`src/include/atb_pkg.sv`:
```
// Shared constants and types for the timer time-base block
package atb_pkg;
  // ****************************************
  // Bus and register map
  // ****************************************
  localparam int ATB_AW = 8;
  localparam int ATB_DW = 32;
  localparam logic [ATB_AW-1:0] ATB_CTRL_OFF = 8'h00;
  localparam logic [ATB_AW-1:0] ATB_FLAG_OFF = 8'h04;
  localparam logic [ATB_AW-1:0] ATB_EGR_OFF = 8'h08;
  localparam logic [ATB_AW-1:0] ATB_CNT_OFF = 8'h0C;
  localparam logic [ATB_AW-1:0] ATB_PSC_OFF = 8'h10;
  localparam logic [ATB_AW-1:0] ATB_ARR_OFF = 8'h14;
  localparam logic [ATB_AW-1:0] ATB_RCR_OFF = 8'h18;
  localparam logic [1:0] ATB_RESP_OK = 2'h0;
  localparam logic [1:0] ATB_RESP_ERR = 2'h2;
  localparam int ATB_FLAG_BIT = 0;
  localparam int ATB_UG_BIT = 0;
  localparam int ATB_CTRL_W = 7;
  localparam logic [1:0] ATB_CMS_EDGE = 2'h0;
  localparam logic [15:0] ATB_ARR_RST = 16'hFFFF;

  // ****************************************
  // Control register layout, bit 6 downward to bit 0
  // ****************************************
  typedef struct packed {
    logic auto_reload_preload_enable;
    logic [1:0] center_mode_select;
    logic dir;
    logic update_request_select;
    logic update_disable;
    logic counter_enable_bit;
  } atb_ctrl_s;
endpackage : atb_pkg

```
`src/rtl/atb_timer.sv`:
```
// Time-base unit of an advanced timer with an AXI4-Lite register slave
//
// The register offsets and register access over AXI4-Lite were decided locally.
`timescale 1ns/1ps
`default_nettype none

// Summary of operation
// - 16-bit counter with auto-reload counts up, down or centre-aligned.
// - Auto-reload access hits preload; active copy follows at once or at update.
// - Counter steps only on prescaled ticks while enabled, one cycle after enabling.
// - Prescaler divides by 1 to 65536 with a 16-bit counter and value.
// - New prescaler value is buffered and applied from the next update.
// - Up mode counts 0 to auto-reload, wraps to 0, signals overflow.
// - Up mode updates after repetition plus one overflows, else each overflow.
// - Down mode counts auto-reload to 0, reloads, signals underflow.
// - Down mode without repetition updates on every underflow.
// - Update-generate bit produces an update in every mode.
// - Update-disable blocks all updates until written back to zero.
// - Update-generate in up mode restarts counter and prescaler counter at 0.
// - Update-generate in down mode restarts counter at auto-reload, prescaler at 0.
// - With request-select set, software update skips the update flag.
// - Update reloads repetition, auto-reload and prescaler, sets flag unless suppressed.
// - Down mode refreshes auto-reload before reloading counter at underflow.
// - Centre mode counts 0 to reload-1 overflow, reload down to 1 underflow.
// - Centre field 00 selects edge mode; 01, 10, 11 select centre modes.
// - In centre mode direction ignores writes and shows hardware direction.
// - Centre mode updates on overflow and underflow; software update zeroes counters.
// - Centre mode with updates disabled keeps counting on active reload.
// - Centre mode overflow update refreshes auto-reload before counter reloads.
// - Update-generate self-clears; enable and direction stay software bits.
module atb_timer #(
  parameter int CW = 16,
  parameter int RW = 8
) (
  // Clock and reset
  input wire logic ref_clk,
  input wire logic rst_n,
  // AXI4-Lite write channels
  input wire logic [atb_pkg::ATB_AW-1:0] awaddr,
  input wire logic awvalid,
  output logic awready,
  input wire logic [atb_pkg::ATB_DW-1:0] wdata,
  input wire logic [3:0] wstrb,
  input wire logic wvalid,
  output logic wready,
  output logic [1:0] bresp,
  output logic bvalid,
  input wire logic bready,
  // AXI4-Lite read channels
  input wire logic [atb_pkg::ATB_AW-1:0] araddr,
  input wire logic arvalid,
  output logic arready,
  output logic [atb_pkg::ATB_DW-1:0] rdata,
  output logic [1:0] rresp,
  output logic rvalid,
  input wire logic rready,
  // Timer status
  output logic update_event_out,
  output logic count_down_out
);
  import atb_pkg::*;

  // Applies byte strobes to a register word
  function automatic logic [ATB_DW-1:0] merge(input logic [ATB_DW-1:0] old,
      input logic [ATB_DW-1:0] nw, input logic [3:0] strb);
    logic [ATB_DW-1:0] r;
    r = old;
    for (int i = 0; i < 4; i++) begin
      if (strb[i]) begin
        r[i*8 +: 8] = nw[i*8 +: 8];
      end
    end
    return r;
  endfunction : merge

  // Address map check
  function automatic logic mapped(input logic [ATB_AW-1:0] a);
    return a == ATB_CTRL_OFF || a == ATB_FLAG_OFF || a == ATB_EGR_OFF || a == ATB_CNT_OFF
        || a == ATB_PSC_OFF || a == ATB_ARR_OFF || a == ATB_RCR_OFF;
  endfunction : mapped

  // ****************************************
  // State
  // ****************************************
  atb_ctrl_s ctrl;
  logic flag;
  logic ug_req;
  logic [CW-1:0] cnt;
  logic [CW-1:0] psc_pre;
  logic [CW-1:0] psc_act;
  logic [CW-1:0] psc_cnt;
  logic [CW-1:0] arr_pre;
  logic [CW-1:0] arr_act;
  logic [RW-1:0] rcr;
  logic [RW-1:0] rep_cnt;
  logic dir_hw;
  logic [ATB_AW-1:0] wr_addr;
  logic [ATB_DW-1:0] wr_data;
  logic [3:0] wr_strb;

  // ****************************************
  // AXI4-Lite slave
  // ****************************************
  logic wr_go;
  logic [ATB_DW-1:0] wr_word;
  logic [ATB_DW-1:0] rd_word;
  assign wr_go = !awready && !wready && !bvalid;

  always_ff @(posedge ref_clk) begin
    if (!rst_n) begin
      awready <= 1'b1;
      wready <= 1'b1;
      bvalid <= 1'b0;
      bresp <= ATB_RESP_OK;
      wr_addr <= '0;
      wr_data <= '0;
      wr_strb <= '0;
    end else begin
      if (awvalid && awready) begin
        awready <= 1'b0;
        wr_addr <= awaddr;
      end
      if (wvalid && wready) begin
        wready <= 1'b0;
        wr_data <= wdata;
        wr_strb <= wstrb;
      end
      if (wr_go) begin
        bvalid <= 1'b1;
        bresp <= mapped(wr_addr) ? ATB_RESP_OK : ATB_RESP_ERR;
      end
      if (bvalid && bready) begin
        bvalid <= 1'b0;
        awready <= 1'b1;
        wready <= 1'b1;
      end
    end
  end

  always_comb begin
    rd_word = '0;
    unique case (araddr)
      ATB_CTRL_OFF: rd_word = ATB_DW'({ctrl.auto_reload_preload_enable, ctrl.center_mode_select,
          (ctrl.center_mode_select != ATB_CMS_EDGE) ? dir_hw : ctrl.dir, ctrl.update_request_select, ctrl.update_disable, ctrl.counter_enable_bit});
      ATB_FLAG_OFF: rd_word[ATB_FLAG_BIT] = flag;
      ATB_CNT_OFF: rd_word = ATB_DW'(cnt);
      ATB_PSC_OFF: rd_word = ATB_DW'(psc_pre);
      ATB_ARR_OFF: rd_word = ATB_DW'(arr_pre);
      ATB_RCR_OFF: rd_word = ATB_DW'(rcr);
      default: rd_word = '0;
    endcase
  end

  always_ff @(posedge ref_clk) begin
    if (!rst_n) begin
      arready <= 1'b1;
      rvalid <= 1'b0;
      rdata <= '0;
      rresp <= ATB_RESP_OK;
    end else begin
      if (arvalid && arready) begin
        arready <= 1'b0;
        rvalid <= 1'b1;
        rdata <= rd_word;
        rresp <= mapped(araddr) ? ATB_RESP_OK : ATB_RESP_ERR;
      end
      if (rvalid && rready) begin
        rvalid <= 1'b0;
        arready <= 1'b1;
      end
    end
  end

  // ****************************************
  // Register write strobes
  // ****************************************
  logic wr_ctrl, wr_flag, wr_egr, wr_cnt, wr_psc, wr_arr, wr_rcr;
  assign wr_word = merge('0, wr_data, wr_strb);
  assign wr_ctrl = wr_go && wr_addr == ATB_CTRL_OFF;
  assign wr_flag = wr_go && wr_addr == ATB_FLAG_OFF && wr_strb[0];
  assign wr_egr = wr_go && wr_addr == ATB_EGR_OFF && wr_strb[0];
  assign wr_cnt = wr_go && wr_addr == ATB_CNT_OFF;
  assign wr_psc = wr_go && wr_addr == ATB_PSC_OFF;
  assign wr_arr = wr_go && wr_addr == ATB_ARR_OFF;
  assign wr_rcr = wr_go && wr_addr == ATB_RCR_OFF;

  // ****************************************
  // Time-base decisions
  // ****************************************
  logic center, down, tick, ovf, unf, hw_ev, rep_zero, update_event;
  logic [CW-1:0] arr_eff;
  logic [CW-1:0] cnt_inc;
  assign cnt_inc = cnt + CW'(1);
  assign center = ctrl.center_mode_select != ATB_CMS_EDGE;
  assign down = center ? dir_hw : ctrl.dir;
  assign tick = ctrl.counter_enable_bit && psc_cnt == psc_act;
  assign ovf = tick && !down && (center ? cnt_inc >= arr_act : cnt >= arr_act);
  assign unf = tick && down && (center ? cnt <= CW'(1) : cnt == '0);
  assign hw_ev = ovf || unf;
  assign rep_zero = rep_cnt == '0;
  assign update_event = !ctrl.update_disable && (ug_req || (hw_ev && rep_zero));
  assign arr_eff = (!ctrl.auto_reload_preload_enable || update_event) ? arr_pre : arr_act;

  // Control bits; the generate request clears itself the next cycle
  always_ff @(posedge ref_clk) begin
    if (!rst_n) begin
      ctrl <= '0;
      ug_req <= 1'b0;
    end else begin
      if (wr_ctrl) begin
        ctrl <= atb_ctrl_s'(wr_word[ATB_CTRL_W-1:0]);
      end
      ug_req <= wr_egr && wr_word[ATB_UG_BIT];
    end
  end

  // Update flag: hardware set beats the software clear
  always_ff @(posedge ref_clk) begin
    if (!rst_n) begin
      flag <= 1'b0;
    end else if (update_event && !(ug_req && ctrl.update_request_select)) begin
      flag <= 1'b1;
    end else if (wr_flag && !wr_word[ATB_FLAG_BIT]) begin
      flag <= 1'b0;
    end
  end

  // Preload and active copies
  always_ff @(posedge ref_clk) begin
    if (!rst_n) begin
      psc_pre <= '0;
      psc_act <= '0;
      arr_pre <= CW'(ATB_ARR_RST);
      arr_act <= CW'(ATB_ARR_RST);
      rcr <= '0;
    end else begin
      if (wr_psc) begin
        psc_pre <= wr_word[CW-1:0];
      end
      if (wr_arr) begin
        arr_pre <= wr_word[CW-1:0];
      end
      if (wr_rcr) begin
        rcr <= wr_word[RW-1:0];
      end
      if (update_event) begin
        psc_act <= psc_pre;
      end
      arr_act <= arr_eff;
    end
  end

  // Prescaler counter
  always_ff @(posedge ref_clk) begin
    if (!rst_n) begin
      psc_cnt <= '0;
    end else if (ug_req || tick) begin
      psc_cnt <= '0;
    end else if (ctrl.counter_enable_bit) begin
      psc_cnt <= psc_cnt + CW'(1);
    end
  end

  // Repetition counter
  always_ff @(posedge ref_clk) begin
    if (!rst_n) begin
      rep_cnt <= '0;
    end else if (update_event || (hw_ev && rep_zero)) begin
      rep_cnt <= rcr;
    end else if (hw_ev) begin
      rep_cnt <= rep_cnt - RW'(1);
    end
  end

  // Main counter
  always_ff @(posedge ref_clk) begin
    if (!rst_n) begin
      cnt <= '0;
    end else if (wr_cnt) begin
      cnt <= wr_word[CW-1:0];
    end else if (ug_req) begin
      cnt <= (!center && ctrl.dir) ? arr_eff : '0;
    end else if (tick) begin
      if (center) begin
        cnt <= down ? cnt - CW'(1) : (ovf ? arr_eff : cnt_inc);
      end else if (down) begin
        cnt <= unf ? arr_eff : cnt - CW'(1);
      end else begin
        cnt <= ovf ? '0 : cnt_inc;
      end
    end
  end

  // Hardware direction in centre mode
  always_ff @(posedge ref_clk) begin
    if (!rst_n) begin
      dir_hw <= 1'b0;
    end else if (!center || ug_req || unf) begin
      dir_hw <= 1'b0;
    end else if (ovf) begin
      dir_hw <= 1'b1;
    end
  end

  // Status outputs
  always_ff @(posedge ref_clk) begin
    if (!rst_n) begin
      update_event_out <= 1'b0;
      count_down_out <= 1'b0;
    end else begin
      update_event_out <= update_event;
      count_down_out <= down;
    end
  end
endmodule : atb_timer

`default_nettype wire

```
`config.mk`:
```
export PLATFORM = sky130hd
export DESIGN_NAME = atb_timer
export DESIGN_NICKNAME = d
export VERILOG_FILES = /design/src/include/atb_pkg.sv /design/src/rtl/atb_timer.sv
export SDC_FILE = /design/constraint.sdc
export NUM_CORES = 1
export LEC_CHECK = 0
export ABC_CLOCK_PERIOD_IN_PS = 6920
export BUFFER_PORTS_ARGS = -buffer_cell sky130_fd_sc_hd__buf_2
export CORE_UTILIZATION = 60
export CTS_BUF_LIST = sky130_fd_sc_hd__clkbuf_4 sky130_fd_sc_hd__clkbuf_8
export CTS_CLUSTER_DIAMETER = 50
export DETAILED_ROUTE_END_ITERATION = 8
export PLACE_DENSITY_LB_ADDON = 0.12
export SYNTH_ARGS = -nofsm -noshare
export SYNTH_HDL_FRONTEND = slang
export SYNTH_SLANG_ARGS = --single-unit
```
`constraint.sdc`:
```
create_clock -name ref_clk -period 6.92 [get_ports ref_clk]
set_clock_uncertainty 0.15 [all_clocks]
set_input_delay 1.384 -clock ref_clk [delete_from_list [all_inputs] [get_ports ref_clk]]
set_output_delay 1.384 -clock ref_clk [all_outputs]
set_load 0.01 [all_outputs]
```
# Word level (Yosys, flattened, before mapping)
# Cells that the tools add are included.
# W data, S select, Z words.
# totals
ff_bits	191
inputBits	59
out_inout_bits	43
word_cells	143
# classes
n_addsub	4
magnitude_cmp	3
eq_ne	13
mux	24
n_bitwise	1
reduce_logical	68
# op_table
op	count
$mux W16	11
$pmux W15 S5	1
$eq A8 B5 Y1 const B	6
$add A16 B1 Y16 const B	2
$eq A8 B4 Y1 const B	4
$ge A16 B16 Y1	2
$mux W8	4
$logic_and A1 B1 Y1	28
$logic_not A8 Y1	3
$logic_or A1 B1 Y1	19
$eq A16 B16 Y1	1
$eq A8 B3 Y1 const B	2
$le A16 B1 Y1 const B	1
$logic_not A16 Y1	1
$sub A16 B1 Y16 const B	1
$logic_not A1 Y1	9
$reduce_or A2 Y1	4
$sub A8 B1 Y8 const B	1
$pmux W1 S6	1
$reduce_bool A2 Y1	3
$mux W1	5
$mux W2	2
$reduce_bool A3 Y1	1
$not A1 Y1	1

# Longest topological paths before layout
# depth
word_depth	17
mapped_depth	18
depth_no_buf	17

# Worst setup path before layout
# No wires, ideal clock.
# synth_timing
path_type	flip-flop to flip-flop
startpoint	register cnt[0]
endpoint	register rep_cnt[5]
t_arrival_ns	3.653
required_ns	6.651
setup_slack_ns	2.999
path_stages_with_launch	16
n_path_buf	0
synth_period_minus_slack_ns	3.921
cell_sequence	dfxtp_1 -> inv_1 -> nor3_1 -> and3_1 -> nand3_1 -> nor3_1 -> xor2_1 -> ha_1 -> nand2_1 -> nor4_1 -> o311ai_0 -> nand3_1 -> nand3_1 -> o21ai_0 -> mux2_2 -> o221a_2
# synth_between
elab_chain_len	10
elab_cells_between_ends	16
# synth_rtl
element	line	rtl
start, declared	atb_timer.sv:88	logic [CW-1:0] cnt;
start signal, assigned	atb_timer.sv:280	cnt <= wr_word[CW-1:0];
start signal, assigned	atb_timer.sv:282	cnt <= (!center && ctrl.dir) ? arr_eff : '0;
start signal, assigned	atb_timer.sv:285	cnt <= down ? cnt - CW'(1) : (ovf ? arr_eff : cnt_inc);
$add A16 B1 Y16	atb_timer.sv:193	assign cnt_inc = cnt + CW'(1);
$ge A16 B16 Y1	atb_timer.sv:197	assign ovf = tick && !down && (center ? cnt_inc >= arr_act : cnt >= arr_act);
$mux W1	atb_timer.sv:197	
$logic_and A1 B1 Y1	atb_timer.sv:197	
$logic_or A1 B1 Y1 *	atb_timer.sv:199	assign hw_ev = ovf || unf;
$logic_and A1 B1 Y1	atb_timer.sv:201, atb_timer.sv:268	
$logic_or A1 B1 Y1	atb_timer.sv:201	assign update_event = !ctrl.update_disable && (ug_req || (hw_ev && rep_zero));
$logic_and A1 B1 Y1	atb_timer.sv:201	
$logic_or A1 B1 Y1	atb_timer.sv:268	end else if (update_event || (hw_ev && rep_zero)) begin
$mux W8 / $reduce_bool A2 Y1 (equally long branches)	--	
end signal, assigned	atb_timer.sv:269	rep_cnt <= rcr;
end signal, assigned	atb_timer.sv:271	rep_cnt <= rep_cnt - RW'(1);
end, declared	atb_timer.sv:95	logic [RW-1:0] rep_cnt;
# Every way passes the cells marked *; elsewhere a longest branch is shown, timed or not.
# A chain may end at the register's enable or synchronous reset.

# Final worst setup path
# layout_timing
startpoint	register cnt[0]
endpoint	register cnt[12]
# layout_between
elab_chain_len	16
elab_cells_between_ends	26
# layout_rtl
element	line	rtl
$add A16 B1 Y16	atb_timer.sv:193	
$ge A16 B16 Y1	atb_timer.sv:197	
$mux W1	atb_timer.sv:197	
$logic_and A1 B1 Y1	atb_timer.sv:197	
$logic_or A1 B1 Y1	atb_timer.sv:199	
$logic_and A1 B1 Y1	atb_timer.sv:201	
$logic_or A1 B1 Y1	atb_timer.sv:201	
$logic_and A1 B1 Y1	atb_timer.sv:201	
$logic_or A1 B1 Y1	atb_timer.sv:202	assign arr_eff = (!ctrl.auto_reload_preload_enable || update_event) ? arr_pre : arr_act;
$mux W16	atb_timer.sv:202	
$mux W16 (on tied branches)	atb_timer.sv:287, atb_timer.sv:285	
$mux W16 (on tied branches)	atb_timer.sv:286, atb_timer.sv:285	
$mux W16	atb_timer.sv:284	if (center) begin
$mux W16	atb_timer.sv:283	end else if (tick) begin
$mux W16 *	atb_timer.sv:281	end else if (ug_req) begin
$mux W16 *	atb_timer.sv:279	end else if (wr_cnt) begin
# Every way passes the cells marked *; elsewhere a longest branch is shown, timed or not. The select of a mux whose other input is x is not followed.

==> run summary <==
DRC -> 0
Top Family by Delay on Critical Path -> simple AND/OR/NAND/NOR gates
first-pass GRT wire length -> 40600 µm
total grt overflow -> 0
n_diodes -> 0
die width -> 127 µm
multi-input logic area -> 0.00544 mm²
Total GRT Usage -> 0.322
Max FO, Critical Path -> 14
synth-to-layout area growth -> 7.53%
vias in the first global route -> 7919
Post-synth ARST share -> 0
post-cts sizing count -> 0
Root Driver -> clkbuf_8
Gate power share -> 0.054
Post-CTS Setup Repair Bufs -> 0
Reg area -> 0.00346 mm²
Routability Congestion -> 0.955
largest net degree at the start of global routing -> 75
CP required -> 7.17 ns
number of nets in the layout -> 1289
CP dominant cell by count -> nand3_1
Worst-Margin Slew -> 1.13 ns
via/cell ratio -> 6.16
Synth Flop Type -> dfxtp_1
Sw Share -> 0.258
Gate Count Post-Synth -> 1177
fin crit share -> 0.821
CP endpoint kind -> register
final hold viol count -> 0
Setup CP Type -> reg2reg
NetSw -> 491 µW
commonest non-fill, non-tap cell in the layout -> dfxtp_1
io pins -> 102
CP cell instances -> inv_1 > nor3_1 > and3_1 > nand3_1 > nor3_1 > xor2_1 > ha_1 > nand2_1 > nor4_1 > o311ai_0 > nand3_1 > nand3_1 > nor3_2 > a21boi_1 > buf_4 > o32a_1 > a31oi_1
Layout Cells excl Fill -> 1417
P per Cell Area -> 188 mW/mm²
Max-slew headroom -> 0.244
sequential element share of the synthesized area -> 0.368
most frequent cells in the layout -> dfxtp_1 (173), nand2_1 (155), nor2_1 (139), a21oi_1 (120), buf_2 (65)
Clock Latency Late Sink -> 0.47 ns
Reg power frac -> 0.539
wire length per cell -> 17.9 µm
layout cells sized above 1 -> 0.114
Static Leakage -> 0.00411 µW
Final Slew Violations -> 0
CP Buf/Inv Count -> 2
MaxCap Viol Count -> 0
CTS Sinks -> 173
total routed wirelength -> 25300 µm
Cell variety after synth -> 85
First DRT Iteration DRCs -> 932
clk slew on worst S/H paths -> 0.10 ns
Worst Slack Setup Final -> 1.24 ns
Worst Setup Start Kind -> register
Initial Util -> 0.617
RSZ-0062 raised after global routing -> false
Setup Slack @ Placement -> 1.53 ns
setup TNS -> 0 ns
FILL cells -> 1361
Yosys reg bits -> 173
hold crit path type -> reg2reg
Final setup viols -> 0
full die area -> 0.0162 mm²
drt pass-1 iters -> 9
VDD IR max -> 166 µV
Syn Area/Cell -> 7.99 µm²
H-Tree Depth -> 4
Placed Cells -> 1385
clock share of power -> 0.407
CTS Buffer Depth -> 2
CP max-delay cell -> dfxtp_1
warnings from Yosys -> 0
Mapped Area -> 0.00941 mm²
cts bufs inserted -> 17
minimum clock period -> 5.68 ns
# hold bufs at CTS -> 0
initial antenna violation count -> 0
Post-synth EDFFs -> 0
post-DP HPWL -> 18600 µm
CTS tree -> done
routed vias -> 8728
Core Box Area -> 0.0153 mm²
post-route ant nets -> 0
internal power -> 1410 µW
num rows -> 45
CP arrival -> 5.93 ns
max frequency -> 176 MHz
PortBufs -> 65
delay of the slowest critical-path stage -> 0.58 ns
status -> finished, final reports clean
Die Y-Extent -> 127 µm
==> metal layers <==
layer / vias up / global-route usage / wire, µm
met5: - / 0 / 0
met4: 0 / 0.154 / 1030
met3: 89 / 0.0808 / 1920
met2: 388 / 0.516 / 11600
met1: 4072 / 0.407 / 10800
li1: 4179 / - / -
==> tightest hold or removal path: cells and delay by family (launching register included) <==
family / cells / cell delay [ns]
DFF: 1 / 0.32
and+or+nand+nor: 1 / 0.05
AOI/OAI and AO/OA: 1 / 0.05
==> through the flow <==
stage                     hold WS, ns   util  total power, µW  area, µm²
after detailed placement        0.298  0.635             1150       9690
after floorplan                 0.286      -             1120       9470
after global routing            0.346  0.663             1970      10100
after CTS                       0.312  0.663             1910      10100
after global placement          0.295  0.635             1150       9690
final                           0.312  0.663             1900      10100
==> worst paths after layout <==
check	from	to	slack, ns	depth (start not counted)
max	cnt[0]$_SDFFE_PN0P_	cnt[12]$_SDFFE_PN0P_	1.24	17
min	wr_data[3]$_SDFFE_PN0P_	wr_data[3]$_SDFFE_PN0P_	0.31	2
max reg2reg	cnt[0]$_SDFFE_PN0P_	cnt[12]$_SDFFE_PN0P_	1.24	17
min reg2reg	wr_data[3]$_SDFFE_PN0P_	wr_data[3]$_SDFFE_PN0P_	0.31	2
==> power by group through the flow <==
stage	Combinational, µW	Clock, µW	Sequential, µW
2_1_floorplan	76.5	0	1050
3_3_place_gp	100	0	1050
3_5_place_dp	102	0	1050
4_1_cts	102	778	1030
5_1_grt	114	826	1030
6_report	103	775	1030
==> cell families after synthesis <==
family	share of synthesized area
buffers and inverters	0.0620
DFF	0.368
muxes	0.0358
other	0.000399
and+or+nand+nor	0.234
xor gates and xnor gates	0.0503
AOI/OAI and AO/OA	0.200
adders and majority gates	0.0492
==> state kept, by name, summed over array words and instances, names as in the netlist, 16 cells and up <==
| register | cells |
|---|---|
| wr_data | 16 |
| arr_act | 16 |
| psc_cnt | 16 |
| psc_pre | 16 |
| arr_pre | 16 |
| rdata | 16 |
| psc_act | 16 |
| cnt | 16 |
==> cells in the mapped netlist (4+ instances only) <==
cell	count	area share
nand2b_1	9	0.0060
and4_1	5	0.0047
buf_1	5	0.0020
buf_4	18	0.014
nor3_1	19	0.010
a221oi_1	13	0.012
dfxtp_1	173	0.37
nand3_1	59	0.031
o21ai_0	56	0.030
a222oi_1	8	0.0085
ha_1	37	0.049
a22oi_1	4	0.0032
xnor2_1	32	0.030
buf_2	11	0.0059
xor2_1	22	0.020
mux2i_1	28	0.030
nand4_1	13	0.0086
a21o_1	7	0.0056
o21a_1	7	0.0056
a221o_1	4	0.0043
nor4_1	6	0.0040
o31ai_1	5	0.0040
a31oi_1	7	0.0047
and3_1	8	0.0053
clkbuf_1	58	0.023
o211ai_1	17	0.014
nand2_1	155	0.062
nor2_1	139	0.055
or3_1	8	0.0053
inv_1	32	0.013
a211oi_1	10	0.0080
and2_1	6	0.0040
a21oi_1	120	0.064
o221a_2	5	0.0060
==> area by class of cell <==
| cell class | instances | share of cell area |
|---|---|---|
| flip-flops and latches | 173 | 0.342 |
| multi-input cells | 894 | 0.538 |
| repair buffers | 75 | 0.0396 |
| clock buffers | 17 | 0.0231 |
| inverters | 32 | 0.0119 |
| clock inverters | 15 | 0.0194 |
| well taps | 211 | 0.0261 |
No activity file was read; power rests on OpenSTA's default activity.
